$ cat config.mk
export PLATFORM = sky130hd
export DESIGN_NAME = sebl_loader
export DESIGN_NICKNAME = d
export VERILOG_FILES = /design/src/hw/sebl_pkg.sv /design/src/hw/sebl_loader.sv
export VERILOG_INCLUDE_DIRS = /design/src /design/src/hw
export SDC_FILE = /design/constraint.sdc
export NUM_CORES = 1
export LEC_CHECK = 0
export BUFFER_PORTS_ARGS = -buffer_cell sky130_fd_sc_hd__buf_4
export CELL_PAD_IN_SITES_DETAIL_PLACEMENT = 1
export CELL_PAD_IN_SITES_GLOBAL_PLACEMENT = 2
export CORE_MARGIN = 3
export CORE_UTILIZATION = 41
export CTS_CLUSTER_SIZE = 28
export DETAILED_ROUTE_END_ITERATION = 10
export GPL_ROUTABILITY_DRIVEN = 0
export PLACE_DENSITY_LB_ADDON = 0.3
export SYNTH_ARGS = -nofsm -noshare
export SYNTH_HDL_FRONTEND = slang
export SYNTH_SLANG_ARGS = --single-unit
$ cat constraint.sdc
create_clock -name mclk_i -period 13.7 [get_ports mclk_i]
set_input_delay 0.685 -clock mclk_i [delete_from_list [all_inputs] [get_ports mclk_i]]
set_output_delay 0.685 -clock mclk_i [all_outputs]
set_load 0.1 [all_outputs]
$ cat src/hw/sebl_params.svh
// constants for the serial eeprom boot loader
`ifndef SEBL_PARAMS_SVH
`define SEBL_PARAMS_SVH

`define SEBL_STREAM_KEY      16'h08aa
`define SEBL_FLASH_ENTRY     32'h003f7ff6
`define SEBL_RD_OPCODE       8'h03
`define SEBL_START_ADDR      16'h0000
`define SEBL_RSVD_WORDS      4'h7
`define SEBL_DIV_SLOWEST     7'h7f
`define SEBL_LSP_DEFAULT     7'h02
`define SEBL_HDR_BYTES       3'h3
// register offsets (byte addresses, 32-bit words)
`define SEBL_REG_CTRL        8'h00
`define SEBL_REG_STATUS      8'h04
`define SEBL_REG_ENTRY       8'h08
`define SEBL_REG_CLKCFG      8'h0c
`define SEBL_REG_IRQ_STAT    8'h10
`define SEBL_REG_IRQ_EN      8'h14
`define SEBL_REG_IRQ_CLR     8'h18
// interrupt bit positions and field width
`define SEBL_IRQ_DONE        0
`define SEBL_IRQ_KEYERR      1
`define SEBL_IRQ_BLOCK       2
`define SEBL_IRQ_W           3

`endif

$ cat src/hw/sebl_pkg.sv
// types for the serial eeprom boot loader
package sebl_pkg;

    typedef enum logic [3:0] {
        ST_IDLE  = 4'b0000,
        ST_HDR   = 4'b0001,
        ST_KEY   = 4'b0010,
        ST_CLK   = 4'b0011,
        ST_RSVD  = 4'b0100,
        ST_ENTRY = 4'b0101,
        ST_SIZE  = 4'b0110,
        ST_DEST  = 4'b0111,
        ST_DATA  = 4'b1000,
        ST_DONE  = 4'b1001
    } sebl_state_t;

    // memory write port toward the loaded memory
    typedef struct packed {
        logic        we;
        logic [31:0] addr;
        logic [15:0] data;
    } sebl_mem_wr_t;

    // serial pins toward the eeprom
    typedef struct packed {
        logic sclk;
        logic mosi;
        logic cs_n;
    } sebl_spi_out_t;

endpackage : sebl_pkg

$ cat src/hw/sebl_loader.sv
// serial eeprom boot loader: spi master, stream parser, memory copier
//
// The register addresses and strobed register access are this design's own decisions.
`include "sebl_params.svh"
`timescale 1ns/1ps
`default_nettype none

module sebl_loader (
    input  wire logic                 mclk_i,
    input  wire logic                 sys_rst_i,
    input  wire logic                 clk_en_i,
    input  wire logic                 boot_sel_eeprom_i,
    input  wire logic                 boot_start_i,
    input  wire logic                 spi_miso_i,
    output sebl_pkg::sebl_spi_out_t   spi_o,
    output logic                      eeprom_chip_select_o,
    output sebl_pkg::sebl_mem_wr_t    mem_wr_o,
    output logic                      done_o,
    output logic                      key_err_o,
    output logic [31:0]               entry_addr_o,
    output logic [6:0]                lsp_prescale_o,
    input  wire logic [7:0]           reg_addr_i,
    input  wire logic [31:0]          reg_wdata_i,
    input  wire logic                 reg_wr_i,
    input  wire logic                 reg_rd_i,
    output logic [31:0]               reg_rdata_o,
    output logic                      irq_o
);
    import sebl_pkg::*;

    // ------------------------------------------------------------
    // state
    // ------------------------------------------------------------
    sebl_state_t  state_r;
    logic [6:0]   div_r;         // bit-rate divider, half sclk period
    logic [6:0]   div_cnt_r;
    logic         sclk_r;
    logic [2:0]   bit_cnt_r;
    logic [7:0]   tx_sh_r;
    logic [7:0]   rx_sh_r;
    logic         byte_go_r;     // a byte transfer is in flight
    logic         byte_done_r;   // one-cycle pulse, rx_byte_r valid
    logic [7:0]   rx_byte_r;
    logic [2:0]   hdr_cnt_r;
    logic         half_r;        // 0: expecting low byte of a word
    logic [7:0]   lo_byte_r;
    logic [1:0]   word_cnt_r;
    logic [3:0]   rsvd_cnt_r;
    logic [15:0]  count_r;
    logic [31:0]  dest_r;
    logic [31:0]  entry_r;
    logic [15:0]  entry_hi_r;
    logic [15:0]  dest_hi_r;
    logic [`SEBL_IRQ_W-1:0] irq_stat_r;
    logic [`SEBL_IRQ_W-1:0] irq_en_r;
    logic         sw_start_r;

    logic         word_rdy;
    logic [15:0]  word;
    logic         busy;
    logic         start;
    logic [`SEBL_IRQ_W-1:0] irq_set;
    logic         sclk_tick;

    // ------------------------------------------------------------
    // word assembly
    // ------------------------------------------------------------
    // first byte received is low half, second high half
    assign word_rdy  = byte_done_r && half_r;
    assign word      = {rx_byte_r, lo_byte_r};
    assign busy      = (state_r != ST_IDLE) && (state_r != ST_DONE);
    assign start     = boot_sel_eeprom_i && (boot_start_i || sw_start_r);
    assign sclk_tick = byte_go_r && (div_cnt_r == 7'h00);

    // ------------------------------------------------------------
    // spi master: mode 0, msb first, 8-bit characters
    // ------------------------------------------------------------
    // the engine shifts bytes back to back so the burst never breaks
    always_ff @(posedge mclk_i or posedge sys_rst_i) begin
        if (sys_rst_i) begin
            div_cnt_r   <= 7'h00;
            sclk_r      <= 1'b0;
            bit_cnt_r   <= 3'h0;
            tx_sh_r     <= 8'h00;
            rx_sh_r     <= 8'h00;
            byte_go_r   <= 1'b0;
            byte_done_r <= 1'b0;
            rx_byte_r   <= 8'h00;
        end else if (clk_en_i) begin
            byte_done_r <= 1'b0;
            if (!busy) begin
                byte_go_r <= 1'b0;
                sclk_r    <= 1'b0;
            end else if (!byte_go_r) begin
                byte_go_r <= 1'b1;
                div_cnt_r <= div_r;
                bit_cnt_r <= 3'h0;
                // header bytes carry opcode and zero address; hdr_cnt_r
                // lags the done pulse a cycle, so a fresh done means byte 2+
                if (state_r == ST_HDR && hdr_cnt_r == 3'h0 && !byte_done_r)
                    tx_sh_r <= `SEBL_RD_OPCODE;
                else
                    tx_sh_r <= 8'h00;
            end else if (sclk_tick) begin
                div_cnt_r <= div_r;
                sclk_r    <= ~sclk_r;
                if (sclk_r) begin
                    // the registered pin is high here unless div_r is 0, when it is still low: sample, phase 0
                    rx_sh_r   <= {rx_sh_r[6:0], spi_miso_i};
                    tx_sh_r   <= {tx_sh_r[6:0], 1'b0};
                    bit_cnt_r <= bit_cnt_r + 3'h1;
                    if (bit_cnt_r == 3'h7) begin
                        byte_go_r   <= 1'b0;
                        byte_done_r <= 1'b1;
                        rx_byte_r   <= {rx_sh_r[6:0], spi_miso_i};
                    end
                end
            end else begin
                div_cnt_r <= div_cnt_r - 7'h01;
            end
        end
    end

    // ------------------------------------------------------------
    // stream parser and block copier
    // ------------------------------------------------------------
    always_ff @(posedge mclk_i or posedge sys_rst_i) begin
        if (sys_rst_i) begin
            state_r      <= ST_IDLE;
            hdr_cnt_r    <= 3'h0;
            half_r       <= 1'b0;
            lo_byte_r    <= 8'h00;
            word_cnt_r   <= 2'h0;
            rsvd_cnt_r   <= 4'h0;
            count_r      <= 16'h0000;
            dest_r       <= 32'h00000000;
            entry_r      <= 32'h00000000;
            entry_hi_r   <= 16'h0000;
            dest_hi_r    <= 16'h0000;
            div_r        <= `SEBL_DIV_SLOWEST;
            lsp_prescale_o <= `SEBL_LSP_DEFAULT;
            entry_addr_o <= 32'h00000000;
            done_o       <= 1'b0;
            key_err_o    <= 1'b0;
            mem_wr_o     <= '0;
            irq_set      <= '0;
        end else if (clk_en_i) begin
            mem_wr_o.we <= 1'b0;
            irq_set     <= '0;
            if (byte_done_r && state_r != ST_HDR) begin
                half_r <= ~half_r;
                if (!half_r)
                    lo_byte_r <= rx_byte_r;
            end
            case (state_r)
                ST_IDLE: begin
                    if (start) begin
                        state_r   <= ST_HDR;
                        div_r     <= `SEBL_DIV_SLOWEST;
                        hdr_cnt_r <= 3'h0;
                        half_r    <= 1'b0;
                        done_o    <= 1'b0;
                        key_err_o <= 1'b0;
                    end
                end
                ST_HDR: begin
                    // opcode, address high, address low
                    if (byte_done_r) begin
                        hdr_cnt_r <= hdr_cnt_r + 3'h1;
                        if (hdr_cnt_r == `SEBL_HDR_BYTES - 3'h1)
                            state_r <= ST_KEY;
                    end
                end
                ST_KEY: begin
                    if (word_rdy) begin
                        if (word == `SEBL_STREAM_KEY) begin
                            state_r <= ST_CLK;
                        end else begin
                            entry_addr_o <= `SEBL_FLASH_ENTRY;
                            key_err_o    <= 1'b1;
                            done_o       <= 1'b1;
                            irq_set[`SEBL_IRQ_KEYERR] <= 1'b1;
                            irq_set[`SEBL_IRQ_DONE]   <= 1'b1;
                            state_r      <= ST_DONE;
                        end
                    end
                end
                ST_CLK: begin
                    // low byte prescaler, high byte divider
                    if (byte_done_r && !half_r)
                        lsp_prescale_o <= rx_byte_r[6:0];
                    if (word_rdy) begin
                        div_r      <= rx_byte_r[6:0];
                        rsvd_cnt_r <= 4'h0;
                        state_r    <= ST_RSVD;
                    end
                end
                ST_RSVD: begin
                    if (word_rdy) begin
                        rsvd_cnt_r <= rsvd_cnt_r + 4'h1;
                        if (rsvd_cnt_r == `SEBL_RSVD_WORDS - 4'h1) begin
                            word_cnt_r <= 2'h0;
                            state_r    <= ST_ENTRY;
                        end
                    end
                end
                ST_ENTRY: begin
                    if (word_rdy) begin
                        word_cnt_r <= word_cnt_r + 2'h1;
                        if (word_cnt_r == 2'h0) begin
                            entry_hi_r <= word;
                        end else begin
                            entry_r <= {entry_hi_r, word};
                            state_r <= ST_SIZE;
                        end
                    end
                end
                ST_SIZE: begin
                    if (word_rdy) begin
                        if (word == 16'h0000) begin
                            entry_addr_o <= entry_r;
                            done_o       <= 1'b1;
                            irq_set[`SEBL_IRQ_DONE] <= 1'b1;
                            state_r      <= ST_DONE;
                        end else begin
                            count_r    <= word;
                            word_cnt_r <= 2'h0;
                            state_r    <= ST_DEST;
                        end
                    end
                end
                ST_DEST: begin
                    if (word_rdy) begin
                        word_cnt_r <= word_cnt_r + 2'h1;
                        if (word_cnt_r == 2'h0) begin
                            dest_hi_r <= word;
                        end else begin
                            dest_r  <= {dest_hi_r, word};
                            state_r <= ST_DATA;
                        end
                    end
                end
                ST_DATA: begin
                    if (word_rdy) begin
                        mem_wr_o.we   <= 1'b1;
                        mem_wr_o.addr <= dest_r;
                        mem_wr_o.data <= word;
                        dest_r        <= dest_r + 32'h1;
                        count_r       <= count_r - 16'h1;
                        if (count_r == 16'h0001) begin
                            irq_set[`SEBL_IRQ_BLOCK] <= 1'b1;
                            state_r <= ST_SIZE;
                        end
                    end
                end
                ST_DONE: begin
                    // new run needs start released first
                    if (!start)
                        state_r <= ST_IDLE;
                end
                default: state_r <= ST_IDLE;
            endcase
        end
    end

    // ------------------------------------------------------------
    // pin outputs
    // ------------------------------------------------------------
    // select stays low for the whole burst so the eeprom keeps streaming
    always_ff @(posedge mclk_i or posedge sys_rst_i) begin
        if (sys_rst_i) begin
            eeprom_chip_select_o <= 1'b1;
            spi_o <= '{sclk: 1'b0, mosi: 1'b0, cs_n: 1'b1};
        end else if (clk_en_i) begin
            eeprom_chip_select_o <= ~busy;
            spi_o.cs_n <= ~busy;
            spi_o.sclk <= sclk_r;
            spi_o.mosi <= tx_sh_r[7];
        end
    end

    // ------------------------------------------------------------
    // registers and interrupt
    // ------------------------------------------------------------
    // set wins over a clear in the same cycle
    always_ff @(posedge mclk_i or posedge sys_rst_i) begin
        if (sys_rst_i) begin
            irq_stat_r <= '0;
            irq_en_r   <= '0;
            sw_start_r <= 1'b0;
            irq_o      <= 1'b0;
        end else if (clk_en_i) begin
            if (reg_wr_i && reg_addr_i == `SEBL_REG_IRQ_CLR)
                irq_stat_r <= (irq_stat_r & ~reg_wdata_i[`SEBL_IRQ_W-1:0])
                              | irq_set;
            else
                irq_stat_r <= irq_stat_r | irq_set;
            if (reg_wr_i && reg_addr_i == `SEBL_REG_IRQ_EN)
                irq_en_r <= reg_wdata_i[`SEBL_IRQ_W-1:0];
            if (reg_wr_i && reg_addr_i == `SEBL_REG_CTRL)
                sw_start_r <= reg_wdata_i[0];
            irq_o <= |((irq_stat_r | irq_set) & irq_en_r);
        end
    end

    // read data appears the cycle after the strobe; unmapped reads zero
    always_ff @(posedge mclk_i or posedge sys_rst_i) begin
        if (sys_rst_i) begin
            reg_rdata_o <= 32'h00000000;
        end else if (clk_en_i) begin
            reg_rdata_o <= 32'h00000000;
            if (reg_rd_i) begin
                case (reg_addr_i)
                    `SEBL_REG_CTRL:     reg_rdata_o <= {31'h0, sw_start_r};
                    `SEBL_REG_STATUS:   reg_rdata_o <= {25'h0, key_err_o,
                                           done_o, busy, state_r};
                    `SEBL_REG_ENTRY:    reg_rdata_o <= entry_addr_o;
                    `SEBL_REG_CLKCFG:   reg_rdata_o <= {17'h0, div_r,
                                           1'b0, lsp_prescale_o};
                    `SEBL_REG_IRQ_STAT: reg_rdata_o <= {29'h0, irq_stat_r};
                    `SEBL_REG_IRQ_EN:   reg_rdata_o <= {29'h0, irq_en_r};
                    default:            reg_rdata_o <= 32'h00000000;
                endcase
            end
        end
    end

endmodule : sebl_loader
`default_nettype wire

# Yosys cells after proc, flatten, opt, wreduce, memory -nomap -nowiden
# Index checks and enable logic that the tools add are counted.
# totals
in_bits	48
regBits	313
out_inout_bits	127
word_cells	244
# op_classes
reduce_logical	55
bitwise_logic	9
mux	92
n_eq_ne	45
addsub	7
# op_table
operator	count
$mux W32	8
$pmux W32 S6	1
$pmux W32 S2	2
$mux W49	2
$mux W4	19
$mux W16	3
$pmux W4 S10	1
$ne A2 B2 Y1 const B	19
$add A32 B1 Y32 const B	1
$pmux W16 S2	1
$mux W7	4
$reduce_and A4 Y1	7
$mux W1	27
$eq A8 B5 Y1 const B	3
$mux W8	3
$eq A4 B3 Y1 const B	5
$reduce_and A5 Y1	4
$mux W3	6
$eq A16 B1 Y1 const B	1
$eq A16 B12 Y1 const B	1
$eq A8 B4 Y1 const B	2
$logic_not A16 Y1	1
$mux W2	8
$reduce_and A16 Y1	1
other kinds (41)	78

# Longest topological paths before layout
# depth
depth_word	6
depth_mapped	8
ltp_nobuf	7

# Least setup slack after synthesis
# No wires, ideal clock.
# synth_path
path_type	input -> register
start	in reg_addr_i[5]
end	reg reg_rdata_o[15]
setup_slack_ps	11317
stages	6
required_ps	13631
setup_ps	69
t_arrival_ps	2314
path_buffers	2
path_cell_list	or4_1 > nor3_1 > and3_1 > buf_2 > buf_2 > a22o_1
# synth_between
elab_chain_len	3
elab_cells_between_ends	8
cone_classes	5 x eq/ne; 2 x mux; 1 x reduce/logical
# synth_rtl
item	line_no	source
from (decl)	sebl_loader.sv:22	input wire logic [7:0] reg_addr_i,
$eq A8 B5 Y1 (tied with other cells)	sebl_loader.sv:313	case (reg_addr_i)
$pmux W32 S6 *	sebl_loader.sv:313	
$mux W32 *	sebl_loader.sv:312	if (reg_rd_i) begin
to (signal assigned)	sebl_loader.sv:314	`SEBL_REG_CTRL: reg_rdata_o <= {31'h0, sw_start_r};
to (signal assigned)	sebl_loader.sv:315	`SEBL_REG_STATUS: reg_rdata_o <= {25'h0, key_err_o,
to (signal assigned)	sebl_loader.sv:317	`SEBL_REG_ENTRY: reg_rdata_o <= entry_addr_o;
to (decl)	sebl_loader.sv:26	output logic [31:0] reg_rdata_o,
# Every way passes the cells marked *; elsewhere a longest branch is shown, timed or not.
# A chain may end at the register's enable or synchronous reset.

# Final worst setup path
# layout_path
start	reg state_r[2]
end	reg count_r[6]
# layout_between
elab_chain_len	3
elab_cells_between_ends	8
cone_classes	5 x eq/ne; 1 x mux; 2 x reduce/logical
# layout_rtl
item	line_no	source
from (decl)	sebl_loader.sv:34	sebl_state_t state_r;
from (signal assigned)	sebl_loader.sv:129	state_r <= ST_IDLE;
from (signal assigned)	sebl_loader.sv:158	state_r <= ST_HDR;
from (signal assigned)	sebl_loader.sv:171	state_r <= ST_KEY;
$eq A4 B3 Y1 or $eq A4 B4 Y1 (tied branches)	sebl_loader.sv:155	case (state_r)
$ne A2 B2 Y1 (no source line) or $reduce_bool A2 Y1 (tied branches)	-	
$reduce_and A5 Y1 (no source line)	-	
to (signal assigned)	sebl_loader.sv:226	count_r <= word;
to (signal assigned)	sebl_loader.sv:249	count_r <= count_r - 16'h1;
to (decl)	sebl_loader.sv:49	logic [15:0] count_r;
# Several ways; a longest one is shown, not always the timed one.

==> summary.md <==
| Metric | Value |
|---|---|
| DP Area | `0.0158 mm2` |
| Number of diodes | `0` |
| Vias per cell | `5.74` |
| Met3 Resource Use GR | `3.11%` |
| Layout cells sized above 1 | `24.8%` |
| Crit Path Max Fanout | `25` |
| Internal | `1.58 mW` |
| # Max-Cap Violations | `0` |
| Worst setup margin | `10.22 ns` |
| Drt drc | `0` |
| Post-CTS resize count | `0` |
| Grt met1 use | `a little under a third` |
| Final Instance Area | `0.0171 mm2` |
| Share of Yosys cell area claimed by the top area cell type | `52.9%` |
| Yosys reg bits | `313` |
| IO buf count | `145` |
| Post-DP HPWL | `approximately 27 mm` |
| First-pass GRT wire length | `67.7 mm` |
| Post-route ant nets | `0` |
| Clock Tree Root | `clkbuf_16` |
| P_leak | `8.51 nW` |
| Fin. Hold Viols | `0` |
| Setup CP Type | `flip-flop to flip-flop` |
| Status | `finished, final reports clean` |
| Synth warn | `0` |
| Seq pwr share | `between 40% and 50%` |
| Initial antenna violation count | `0` |
| WP data required | `14.11 ns` |
| Initial Util | `a little over two fifths` |
| Grt met2 use | `37.0%` |
| Worst vdd ir | `between 0.0001 and 0.00015 V` |
| Initial DRC count | `595` |
| Sw frac | `22.9%` |
| Seq/Total Area, Yosys | `54.6%` |
| Synth Area per Inst | `10.6 um2` |
| Setup violators final | `0` |
| Combinational power share | `3.9%` |
| Total track usage | `between 20 and 25%` |
| Ports | `between 150 and 200` |
| Critical Path Max Stage Delay | `0.95 ns` |
| PnR Total Power | `around 2 mW` |
| TritonRoute pass-1 iters | `5` |
| Dominant cell type by area after synthesis | `dfrtp_1` |
| Max Clock Freq | `288 MHz` |
| Setup TNS | `0 ns` |
| Worst hold path class | `input port to asynchronous set/reset pin` |
| Nets | `1,525` |
| Layer with the highest usage | `met2` |
| Cell Pwr Density | `between 100 and 150 mW/mm2` |
| Die height | `193 um` |
| Routed length per instance | `between 20 and 25 um` |
| Die Wd | `193 um` |
| H-tree level count | `2` |
| Tcrit/Tclk final | `25.4%` |
| Longest Clk Path Bufs | `3` |
| Cell Rows | `67` |
| DRT Wirelength | `roughly 42 mm` |
| Largest cells by area after synthesis | `dfrtp_1 53%, mux2_2 9.1%, nand2_1 5.8%` |
| Pre-CTS WS | `10.22 ns` |
| Sw power | `0.469 mW` |
| Slew headroom | `26.0%` |
| Minimum clock period | `3.48 ns` |
| CTS clk-pin slew, worst paths | `0.06 ns` |
| DIE AREA | `0.0373 mm2` |
| CP max-delay cell | `or4bb_1` |
| Cell Area, Synth | `~0.014 mm2` |
| CP cell instances | `or4bb_1 > a21oi_1 > a21boi_2 > o21ai_0 > a22o_1` |
| Synth-to-Final Area Change | `18.6%` |
| Worst Tran Pin Value | `approximately 1.1 ns` |
| EDFF count, synth | `0` |
| Pin count of the biggest net entering global routing | `94` |
| TritonCTS Sinks | `313` |
| Core area | `about 0.034 mm2` |
| # hold bufs at CTS | `0` |
| RSZ-0062 raised after global routing | `no` |
| Total CTS buffers | `37` |
| Max Slew Vio Count | `0` |
| Post-Syn Nets | `~1,400` |
| Synth async-reset ratio | `100%` |
| CP startpoint kind | `flip-flop` |
| Clock power share | `49.7%` |
| Via count | `11,100` |
| CTS tree | `yes` |
| Vias in the first global route | `between 10,000 and 15,000` |
| Post-CTS Setup Repair Bufs | `0` |
| GRT Residual Overflow | `0` |
| Clock insertion delay at the later pin of the skew report | `0.53 ns` |
| Syn Inst Count | `~1,400` |
| Synth Flop Type | `dfrtp_1` |
| Crit end category | `flip-flop` |
| Synth unique cells | `77` |
| Skew final | `around 0.016 ns` |
| Worst EP arrival | `3.89 ns` |
flip-flops by register name, summed over array words and instances (netlist names), 4 cells and up:
name,cells
lsp_prescale_o,7
dest_r,32
rx_sh_r,7
lo_byte_r,8
rx_byte_r,8
div_cnt_r,7
entry_r,32
entry_addr_o,32
rsvd_cnt_r,4
count_r,16
mem_wr_o,49
entry_hi_r,16
div_r,7
reg_rdata_o,32
state_r,4
tx_sh_r,8
dest_hi_r,16
layer usage:
metal	part of all wire, %	routed length (um)
met5	0	0
met2	48	20200
met4	1.6	653
met1	46	19500
met3	4.3	1800
power groups by stage:
| stage | combinational [mW] | sequential (mW) | clock (mW) |
|---|---|---|---|
| 3_5_place_dp | 0.0814 | 0.967 | 0 |
| 2_1_floorplan | 0.0437 | 0.977 | 0 |
| 6_report | 0.0794 | 0.950 | 1.02 |
| 4_1_cts | 0.0817 | 0.950 | 1.04 |
| 5_1_grt | 0.0898 | 0.952 | 1.09 |
| 3_3_place_gp | 0.0790 | 0.966 | 0 |
worst max-delay path, delay by kind of cell (launching register included):
family / cells / cell delay [ns]
compound gates: 4 / 1.56
flops: 1 / 0.84
simple gates: 1 / 0.95
cell usage after synthesis (10+ instances only):
library cell / number
a21oi_1: 42
a22o_1: 35
a2bb2oi_1: 10
a31oi_1: 15
and3_1: 18
buf_2: 13
clkbuf_1: 67
dfrtp_1: 304
ha_1: 12
inv_1: 51
mux2_2: 116
mux2i_1: 38
nand2_1: 221
nand2b_1: 10
nand3_1: 38
nand4_1: 17
nor2_1: 67
nor3_1: 29
o21ai_0: 55
o22ai_1: 14
o2bb2ai_1: 18
cells by family (layout without fill, tap and decap cells):
| family | count (synthesis) | in the layout | synth area share, % |
|---|---|---|---|
| flops | 313 | 313 | 54.6 |
| buf+inv | 143 | 278 | 4.08 |
| xor+xnor | 2 | 2 | 0.122 |
| fa+ha+maj | 12 | 12 | 1.04 |
| simple gates | 469 | 469 | 15.6 |
| compound gates | 265 | 265 | 12.8 |
| mux | 154 | 154 | 11.7 |
per-stage QoR:
stage          hold WS, ns  utilization, %  std cells
3_5_place_dp         0.464            46.4       1874
2_1_floorplan        0.444               -       1358
6_report             0.251            50.1       1941
4_1_cts              0.313            50.1       1941
3_3_place_gp         0.463            46.4       1874
5_1_grt              0.333            50.1       1941
worst paths after layout:
kind                            slack [ns]            from              end  cells after the start
worst max-delay path                 10.22      state_r[2]       count_r[6]                      5
worst min-delay path                  0.25       sys_rst_i     mem_wr_o[43]                      2
worst max register to register       10.22      state_r[2]       count_r[6]                      5
worst min register to register        0.48     mem_wr_o[2]      mem_wr_o[2]                      2
max in group asynchronous            11.92       sys_rst_i  reg_rdata_o[24]                      3
min in group mclk_i                   0.37  reg_wdata_i[0]    irq_stat_r[0]                      2
cells in the final DEF (no fill, tap or decap), types with 38 or more instances in the layout:
master	synthesis	routed
nand3_1	38	38
inv_1	51	50
dfrtp_1	304	304
nor2_1	67	65
nand2_1	221	220
mux2i_1	38	38
o21ai_0	55	55
a21oi_1	42	42
buf_4	1	160
mux2_2	116	116
area by class of cell:
cell class                      instances  area, um2
Fill cell                            3715      17000
Sequential cell                       313       7840
Multi-Input combinational cell        902       5980
Timing Repair Buffer                  160       1200
Clock buffer                           53       1070
Tap cell                              448        561
Clock inverter                         14        200
Inverter                               51        199
(Power assumes the default switching activity.)
